$ cat src/rtl/aprr_map.svh
// Register indexes, field positions, masks and reset values
`ifndef APRR_MAP_SVH
`define APRR_MAP_SVH

`define APRR_SEL_RESULT 3'h0
`define APRR_SEL_FLAGS 3'h1
`define APRR_SEL_CONFIG 3'h2
`define APRR_SEL_LOW 3'h3
`define APRR_SEL_HIGH 3'h4
`define APRR_SEL_HYST 3'h5
`define APRR_SEL_MIN 3'h6
`define APRR_SEL_MAX 3'h7

`define APRR_PTR_RST 8'h00
`define APRR_CFG_RST 8'h00
`define APRR_FLAGS_RST 2'h0
`define APRR_LOW_RST 16'h0000
`define APRR_HIGH_RST 16'h0fff
`define APRR_HYST_RST 16'h0000
`define APRR_MIN_RST 16'h0fff
`define APRR_MAX_RST 16'h0000
`define APRR_SAMPLE_RST 10'h000

`define APRR_BIT_OVER 1
`define APRR_BIT_UNDER 0
`define APRR_CFG_HOLD 4
`define APRR_CFG_FLAG_EN 3
`define APRR_CFG_CYC_HI 7
`define APRR_CFG_CYC_LO 5
`define APRR_CFG_WMASK 8'hfd
`define APRR_WORD_WMASK 16'h0ffc
`define APRR_AUTO_OFF 3'h0

`endif

$ cat src/rtl/aprr_pkg.sv
// Types shared by the pointer, result and alert register bank
package aprr_pkg;

    // One byte written by the serial engine
    typedef struct packed {
        logic valid;
        logic [7:0] data;
    } aprr_wbyte_s;

    // One finished conversion from the converter core
    typedef struct packed {
        logic valid;
        logic [9:0] value;
    } aprr_sample_s;

    // Byte position inside a transaction, one-hot
    typedef enum logic [3:0] {
        AP_IDLE = 4'b0001,
        AP_PTR = 4'b0010,
        AP_HI = 4'b0100,
        AP_LO = 4'b1000
    } aprr_phase_e;

endpackage

$ cat src/rtl/aprr_regs.sv
// Pointer, conversion result and alert status register bank
// Interface
// A serial engine on the same clock hands over whole bytes. A write
// transaction opens with i_txn_start and i_txn_write high; its first byte
// is the pointer, later bytes are data. A read transaction opens with
// i_txn_write low and goes straight to data, so the pointer from the last
// write is reused. That is the only way to read anything but the register
// selected at reset.
//
// Byte order
// Word registers move high byte first. A write commits on the low byte,
// so a transaction cut after the high byte leaves the register untouched.
// A read of the high byte snapshots the whole word, so the low byte that
// follows belongs to the same value even if a sample lands in between.
// Byte registers (flags and configuration) take every byte themselves.
//
// Limitations
// Lowest and highest conversion are plain storage here; tracking of
// extremes belongs to the converter core. Reserved bits are masked on
// write with no error reported. Result bit 15 follows the flags live,
// it is not frozen when a conversion completes.
// No pin is sampled: every input comes from logic on i_clk_sys, so no
// synchroniser stands in front of any of them.
`timescale 1ns/100ps
`include "aprr_map.svh"

module aprr_regs (
    input wire logic i_clk_sys,
    input wire logic i_rst,
    input wire logic i_txn_start,
    input wire logic i_txn_write,
    input wire aprr_pkg::aprr_wbyte_s i_wr,
    input wire logic i_rd_req,
    input wire aprr_pkg::aprr_sample_s i_sample,
    output logic [7:0] o_rd_data,
    output logic o_rd_valid,
    output logic o_conv_start,
    output logic o_auto_mode,
    output logic [1:0] o_flags
);

    // Limit value field of a word register
    // Widened by two bits so sums and differences keep their carry
    function automatic logic [11:0] lim_val(input logic [15:0] w);
        lim_val = {2'h0, w[11:2]};
    endfunction

    // Registers that hold a full 16-bit word
    // Select 0 counts as a word even though writes to it are dropped
    function automatic logic is_word(input logic [2:0] s);
        is_word = (s != `APRR_SEL_FLAGS) && (s != `APRR_SEL_CONFIG);
    endfunction

    // Stored state, plus the combinational next flag value
    aprr_pkg::aprr_phase_e phase_r;
    logic [7:0] ptr_r;
    logic [7:0] cfg_r;
    logic [1:0] flags_r;
    logic [1:0] flags_nxt;
    logic [15:0] low_r;
    logic [15:0] high_r;
    logic [15:0] hyst_r;
    logic [15:0] min_r;
    logic [15:0] max_r;
    logic [9:0] sample_r;
    logic [7:0] wr_hi_r;
    logic [15:0] rd_shadow_r;
    // Decode helpers
    logic [15:0] rd_word;
    logic [15:0] wr_word;
    logic [2:0] cyc_sel;
    logic flags_wr;
    logic [2:0] sel;
    logic hold;
    logic auto_on;
    logic wr_byte;
    logic rd_hi;
    // Flag update terms
    logic [1:0] w1c;
    logic [1:0] set_ev;
    logic [1:0] self_clr;
    logic [11:0] smp;
    logic [11:0] over_rel;
    logic [11:0] under_rel;

    // Pointer bits 7:3 are stored but never decoded
    assign sel = ptr_r[2:0];
    assign hold = cfg_r[`APRR_CFG_HOLD];
    // Any nonzero cycle time means the core converts by itself
    assign cyc_sel = cfg_r[`APRR_CFG_CYC_HI:`APRR_CFG_CYC_LO];
    assign auto_on = cyc_sel != `APRR_AUTO_OFF;
    // A byte in the start cycle is ignored; the engine never sends one there
    assign wr_byte = i_wr.valid && !i_txn_start;
    // Reserved word bits never reach storage
    assign wr_word = {wr_hi_r, i_wr.data} & `APRR_WORD_WMASK;
    assign flags_wr = wr_byte && phase_r == aprr_pkg::AP_HI
        && sel == `APRR_SEL_FLAGS;
    assign rd_hi = i_rd_req && (phase_r != aprr_pkg::AP_LO);

    // Byte position within the transaction
    // PTR expects the pointer byte, HI the first byte of a register and
    // LO the second byte of a word. Reads and writes share one position
    // so a mixed transaction keeps its pairing.
    always_ff @(posedge i_clk_sys) begin
        if (i_rst) begin
            phase_r <= aprr_pkg::AP_IDLE;
        end else if (i_txn_start) begin
            // Reads begin on data straight away, the pointer stays as is
            phase_r <= i_txn_write ? aprr_pkg::AP_PTR : aprr_pkg::AP_HI;
        end else if (wr_byte || i_rd_req) begin
            case (phase_r)
                aprr_pkg::AP_PTR: begin
                    phase_r <= i_rd_req ? aprr_pkg::AP_LO : aprr_pkg::AP_HI;
                    if (i_rd_req && !is_word(sel)) begin
                        phase_r <= aprr_pkg::AP_HI;
                    end
                end
                aprr_pkg::AP_LO: begin
                    phase_r <= aprr_pkg::AP_HI;
                end
                default: begin
                    // Byte registers repeat on every following byte
                    phase_r <= is_word(sel) ? aprr_pkg::AP_LO
                        : aprr_pkg::AP_HI;
                end
            endcase
        end
    end

    // Pointer register
    // Loaded only by the first byte of a write; a read in that position
    // returns data and leaves the pointer alone.
    always_ff @(posedge i_clk_sys) begin
        if (i_rst) begin
            ptr_r <= `APRR_PTR_RST;
        end else if (wr_byte && phase_r == aprr_pkg::AP_PTR && !i_rd_req) begin
            ptr_r <= i_wr.data;
        end
    end

    // Data writes to the selected register
    // The high byte is parked in wr_hi_r until its low byte arrives.
    // Flag writes are not handled here: they clear through the flag path
    // so the set-beats-clear ordering lives in one place.
    always_ff @(posedge i_clk_sys) begin
        if (i_rst) begin
            cfg_r <= `APRR_CFG_RST;
            low_r <= `APRR_LOW_RST;
            high_r <= `APRR_HIGH_RST;
            hyst_r <= `APRR_HYST_RST;
            min_r <= `APRR_MIN_RST;
            max_r <= `APRR_MAX_RST;
            wr_hi_r <= 8'h00;
        end else if (wr_byte && phase_r == aprr_pkg::AP_HI) begin
            wr_hi_r <= i_wr.data;
            if (sel == `APRR_SEL_CONFIG) begin
                cfg_r <= i_wr.data & `APRR_CFG_WMASK;
            end
        end else if (wr_byte && phase_r == aprr_pkg::AP_LO) begin
            // Word commits only on its low byte so no half value is seen
            case (sel)
                `APRR_SEL_LOW: low_r <= wr_word;
                `APRR_SEL_HIGH: high_r <= wr_word;
                `APRR_SEL_HYST: hyst_r <= wr_word;
                `APRR_SEL_MIN: min_r <= wr_word;
                `APRR_SEL_MAX: max_r <= wr_word;
                default: wr_hi_r <= wr_hi_r;
            endcase
        end
    end

    // Latest conversion sample
    // Kept until the core reports the next one; reads never disturb it
    always_ff @(posedge i_clk_sys) begin
        if (i_rst) begin
            sample_r <= `APRR_SAMPLE_RST;
        end else if (i_sample.valid) begin
            sample_r <= i_sample.value;
        end
    end

    // Limit checks on each new sample
    // Compared against the incoming value, not sample_r, so the flags
    // change on the same edge as the stored sample. Release points are
    // computed in 12 bits; a hysteresis larger than the high limit makes
    // the over release point negative, so that flag then never
    // self-clears, which is the safe outcome.
    always_comb begin
        smp = {2'h0, i_sample.value};
        over_rel = lim_val(high_r) - lim_val(hyst_r);
        under_rel = lim_val(low_r) + lim_val(hyst_r);
        set_ev = 2'h0;
        self_clr = 2'h0;
        w1c = 2'h0;
        if (i_sample.valid) begin
            set_ev[`APRR_BIT_OVER] = smp > lim_val(high_r);
            set_ev[`APRR_BIT_UNDER] = smp < lim_val(low_r);
            // Signed compare so a large hysteresis cannot wrap
            self_clr[`APRR_BIT_OVER] = !hold
                && ($signed(smp) < $signed(over_rel));
            self_clr[`APRR_BIT_UNDER] = !hold
                && ($signed(smp) > $signed(under_rel));
        end
        if (flags_wr) begin
            w1c = i_wr.data[1:0];
        end
        // Set wins over any clear in the same cycle
        flags_nxt = (flags_r & ~(w1c | self_clr)) | set_ev;
    end

    // Alert flag register
    // Bits 7:2 are not stored at all, so they always read zero
    always_ff @(posedge i_clk_sys) begin
        if (i_rst) begin
            flags_r <= `APRR_FLAGS_RST;
        end else begin
            flags_r <= flags_nxt;
        end
    end

    // Read value of the selected register
    // Byte registers sit in the low half so one byte path serves both
    always_comb begin
        case (sel)
            `APRR_SEL_RESULT: rd_word = {cfg_r[`APRR_CFG_FLAG_EN] && |flags_r,
                3'h0, sample_r, 2'h0};
            `APRR_SEL_FLAGS: rd_word = {8'h00, 6'h00, flags_r};
            `APRR_SEL_CONFIG: rd_word = {8'h00, cfg_r};
            `APRR_SEL_LOW: rd_word = low_r;
            `APRR_SEL_HIGH: rd_word = high_r;
            `APRR_SEL_HYST: rd_word = hyst_r;
            `APRR_SEL_MIN: rd_word = min_r;
            default: rd_word = max_r;
        endcase
    end

    // Read byte path; low byte comes from the snapshot of the high read
    // Without the snapshot a sample landing between the two bytes could
    // pair an old high half with a new low half.
    always_ff @(posedge i_clk_sys) begin
        if (i_rst) begin
            o_rd_data <= 8'h00;
            o_rd_valid <= 1'b0;
            rd_shadow_r <= 16'h0000;
        end else begin
            o_rd_valid <= i_rd_req;
            if (rd_hi) begin
                rd_shadow_r <= rd_word;
                o_rd_data <= is_word(sel) ? rd_word[15:8]
                    : rd_word[7:0];
            end else if (i_rd_req) begin
                o_rd_data <= rd_shadow_r[7:0];
            end
        end
    end

    // Conversion start and status outputs
    // Only the high byte read starts a conversion, so one word read
    // gives one start. o_flags mirrors the next flag value so it moves
    // on the same edge as the register itself.
    always_ff @(posedge i_clk_sys) begin
        if (i_rst) begin
            o_conv_start <= 1'b0;
            o_auto_mode <= 1'b0;
            o_flags <= 2'h0;
        end else begin
            o_conv_start <= rd_hi && !auto_on
                && sel == `APRR_SEL_RESULT;
            o_auto_mode <= auto_on;
            o_flags <= flags_nxt;
        end
    end

endmodule

$ cat config.mk
export PLATFORM = sky130hd
export DESIGN_NAME = aprr_regs
export DESIGN_NICKNAME = d
export VERILOG_FILES = /design/src/rtl/aprr_pkg.sv /design/src/rtl/aprr_regs.sv
export VERILOG_INCLUDE_DIRS = /design/src /design/src/rtl
export SDC_FILE = /design/constraint.sdc
export NUM_CORES = 1
export LEC_CHECK = 0
export BUFFER_PORTS_ARGS = -buffer_cell sky130_fd_sc_hd__clkbuf_2
export CAP_MARGIN = 20
export CORE_UTILIZATION = 55
export DETAILED_ROUTE_END_ITERATION = 10
export PLACE_DENSITY = 0.8
export SYNTH_ARGS = -nofsm -noshare
export SYNTH_HDL_FRONTEND = slang
export SYNTH_SLANG_ARGS = --single-unit
$ cat constraint.sdc
create_clock -name i_clk_sys -period 5.8 [get_ports i_clk_sys]
set_input_delay 0.87 -clock i_clk_sys [delete_from_list [all_inputs] [get_ports i_clk_sys]]
set_output_delay 0.87 -clock i_clk_sys [all_outputs]
set_load 0.05 [all_outputs]
==> flow_metrics.env <==
export IMPL_critPathMaxFanout=4
export IMPL_postCtsSetupBuffers=0
export IMPL_layout_cells_most_common="sky130_fd_sc_hd__dfxtp_1"
export IMPL_finalWirelength_microns=16800
export IMPL_clock_tree_htree_level_count=3
export IMPL_post_synth_num_cell_types=68
export IMPL_mappedNetlistArea_sq_um=6220
export IMPL_postSynthCellCount=721
export IMPL_setup_viol=0
export IMPL_place_port_buffers=37
export IMPL_setup_worst_path_end="o_flags[0]$_SDFF_PP0_"
export IMPL_cap_violations=0
export IMPL_placement_cell_area_sq_um=6400
export IMPL_yosys_most_used_dff="sky130_fd_sc_hd__dfxtp_1"
export IMPL_ys_async_sr_fraction_pct=0
export IMPL_cts_made_buffers=9
export IMPL_final_hold_violation_count=0
export IMPL_syn2layout_area_growth_pct=8.39
export IMPL_detail_route_antenna_nets=0
export IMPL_worstSetupEndpointType="register"
export IMPL_mappedNetlistNets=806
export IMPL_clkSlewWorstSetupHoldPaths_ns=0.07
export IMPL_grt_busiest_layer="met2"
export IMPL_clock_fmax_ghz=0.305
export IMPL_reg2reg_slack_ns=2.52
export IMPL_tritoncts="done"
export IMPL_placement_rows=38
export IMPL_grt_first_pass_wirelength_microns=27000
export IMPL_clk_root_buffer_cell="sky130_fd_sc_hd__clkbuf_16"
export IMPL_cell_type_with_the_highest_aggregate_area_in_the_netlist="sky130_fd_sc_hd__dfxtp_1"
export IMPL_hold_path_startpoint="rd_shadow_r[0]$_SDFFE_PP0P_"
export IMPL_most_common_layout_cells="101 x sky130_fd_sc_hd__dfxtp_1, 99 x sky130_fd_sc_hd__nor2_1, 58 x sky130_fd_sc_hd__ha_1"
export IMPL_cts_hold_buffers=0
export IMPL_yosys_warnings=0
export IMPL_p_leak_uw=0.00303
export IMPL_timing_worst_setup_path_type="register to register"
export IMPL_antenna_diode_count=0
export IMPL_worst_endpoint_required_ns=6.01
export IMPL_synth_enable_flop_cells=0
export IMPL_hold_path_depth=2
export IMPL_die_width_microns=108
export IMPL_routabilityCongestion=0.996
export IMPL_route_detailed_vias_per_inst=6.33
export IMPL_run_status="finished, final reports clean"
export IMPL_power_density_nw_per_um2=223
export IMPL_irDropWorstVdd_mv=0.185
export IMPL_reg2regPathDepth=12
export IMPL_r2r_start="low_r[2]$_SDFFE_PP0P_"
export IMPL_critical_path_reg2reg_endpoint="o_flags[0]$_SDFF_PP0_"
export IMPL_design_core_area_sq_um=10900
export IMPL_synth_area_per_cell_sq_um=8.62
export IMPL_first_pass_iters=5
export IMPL_clk_path_buf_depth=2
export IMPL_report_final_slew_viol_count=0
export IMPL_start_util_pct=56.9
export IMPL_floorplan_die_area_sq_um=11700
export IMPL_post_synth_main_area_contributors="sky130_fd_sc_hd__dfxtp_1 33%, sky130_fd_sc_hd__ha_1 12%, sky130_fd_sc_hd__mux2i_1 9.2%, sky130_fd_sc_hd__nor2_1 6.0%, sky130_fd_sc_hd__nand2_1 3.3%"
export IMPL_final_layout_size_suffix_gt1_share_pct=10.2
export IMPL_startpoint_type="register"
export IMPL_drt_wirelength_per_cell_microns=19.1
export IMPL_synth_yosys_seq_area_share_pct=32.5
export IMPL_max_slew_margin_pct=37.0
export IMPL_worstHoldPathType="register to register"
export IMPL_antenna_found_initial=1
export IMPL_detailedRoute_firstIterationViolations=475
export IMPL_num_fill_cells=961
export IMPL_worstSetupStartpoint="low_r[2]$_SDFFE_PP0P_"
export IMPL_vias=5581
export IMPL_design_area_sq_um=6740
export IMPL_synth_top_cell_area_share_pct=32.5
export IMPL_synth_seq_cells=101
export IMPL_clk_latency_ns=0.35
export IMPL_grt_overflow_total=0
export IMPL_setup_total_negative_slack_ns=0
export IMPL_fin_crit_ns=3.28
export IMPL_grt_max_degree=79
export IMPL_grt_met3_usage_pct=6.51
export IMPL_via_count_of_the_first_global_routing_pass=5350
export IMPL_design_portCount=38
export IMPL_clock_sinks=101
export IMPL_grt_util_met2_pct=50.4
export IMPL_grt_setup_unrepaired="no"
export IMPL_worst_pin_slew_ns=0.942
export IMPL_hpwl_dp_microns=12200
export IMPL_post_route_drc_count=0
export IMPL_ctsResizeCount=0
export IMPL_clock_skew_ns=0.00751
export IMPL_nets=822
export IMPL_layout_worst_path_cycle_share_pct=56.5
export IMPL_die_height_microns=108
export IMPL_arrival_ns=3.49
export IMPL_grt_met1_use_pct=37.4
export IMPL_grt_total_usage_pct=30.2
power breakdown:
group	switching [uW]	total, uW	leakage [uW]	internal, uW
Combinational	80.0	122	0.00205	41.7
Sequential	8.33	713	0.000819	704
Clock	266	668	0.000166	402
how the worst min path moves through the flow:
| stage | to | slack [ns] |
|---|---|---|
| final | rd_shadow_r[0]$_SDFFE_PP0P_ | 0.46 |
| after global routing | rd_shadow_r[1]$_SDFFE_PP0P_ | 0.49 |
| after CTS | rd_shadow_r[0]$_SDFFE_PP0P_ | 0.46 |
| after detailed placement | rd_shadow_r[0]$_SDFFE_PP0P_ | 0.45 |
| after global placement | min_r[1]$_SDFFE_PP1P_ | 0.44 |
| after floorplan | min_r[1]$_SDFFE_PP1P_ | 0.42 |
layer usage:
| layer | vias up | wire length (microns) | part of all wire (%) |
|---|---|---|---|
| met3 | 54 | 1170 | 7.0 |
| met5 | - | 13 | 0.077 |
| met4 | 2 | 665 | 4.0 |
| met2 | 241 | 8030 | 48 |
| li1 | 2612 | - | - |
| met1 | 2672 | 6940 | 41 |
cells in the mapped netlist (all sizes together) (3+ instances only):
master,n
a21o,10
a211o,5
a21oi,38
nand2b,12
nor2b,7
o221ai,4
inv,42
a311oi,4
a211oi,12
nand2,55
mux2,3
nor2,99
nor3,15
a2111oi,5
buf,20
o211ai,16
dfxtp,101
and2,4
or2,3
clkbuf,17
mux2i,57
nor3b,6
o21ai,17
ha,58
or3,4
mux4,4
o32ai,4
xnor2,7
and3,8
nand4,7
a2bb2oi,3
o311ai,3
a22oi,8
nand3,27
xor2,8
logic make-up (layout without fill, tap and decap cells):
| group | after synthesis | in the layout | share of synthesized area [%] |
|---|---|---|---|
| AO/OA/AOI/OAI | 145 | 145 | 16.3 |
| XOR/XNOR | 15 | 15 | 2.11 |
| adder cells (fa/ha/maj) | 60 | 60 | 12.3 |
| buffers and inverters | 80 | 101 | 6.08 |
| flip-flops | 101 | 101 | 32.5 |
| multiplexers | 64 | 64 | 11.2 |
| AND/OR/NAND/NOR | 256 | 256 | 19.4 |
final cells by class:
type | count | area (sq um) | share of cell area (%)
Sequential cell | 101 | 2020 | 30.0
Tap cell | 140 | 175 | 2.60
Clock inverter | 5 | 82.6 | 1.23
Timing Repair Buffer | 42 | 223 | 3.30
Clock buffer | 11 | 253 | 3.75
Multi-Input combinational cell | 540 | 3820 | 56.7
Inverter | 43 | 161 | 2.39
sequential cells by signal, indices dropped and copies added (netlist names):
signal	flops
high_r	11
min_r	11
hyst_r	10
low_r	10
max_r	10
sample_r	10
o_rd_data	8
rd_shadow_r	8
cfg_r	7
phase_r	4
wr_hi_r	4
ptr_r	3
o_flags	2
o_auto_mode	1
o_conv_start	1
o_rd_valid	1
worst max-delay path, cell delays in order (launching register included):
cell	delay, ns
sky130_fd_sc_hd__dfxtp_1	0.33
sky130_fd_sc_hd__ha_1	0.23
sky130_fd_sc_hd__fa_1	0.41
sky130_fd_sc_hd__a21o_1	0.23
sky130_fd_sc_hd__a2111oi_0	0.41
sky130_fd_sc_hd__nor3_1	0.14
sky130_fd_sc_hd__xnor2_1	0.15
sky130_fd_sc_hd__ha_1	0.30
sky130_fd_sc_hd__nand3_1	0.11
sky130_fd_sc_hd__nor3_1	0.06
sky130_fd_sc_hd__a211o_1	0.27
sky130_fd_sc_hd__a311oi_1	0.36
sky130_fd_sc_hd__o32ai_1	0.13
stage by stage:
step	hold slack [ns]	cells	utilization, %	setup slack (ns)	total power, uW
after floorplan	0.422	721	-	2.95	808
after global placement	0.435	866	58.6	2.63	843
after detailed placement	0.446	866	58.6	2.52	848
after CTS	0.456	882	61.6	2.54	1500
after global routing	0.487	882	61.6	2.32	1550
final	0.459	882	61.6	2.52	1500
No activity file was read; power rests on OpenSTA's default activity.
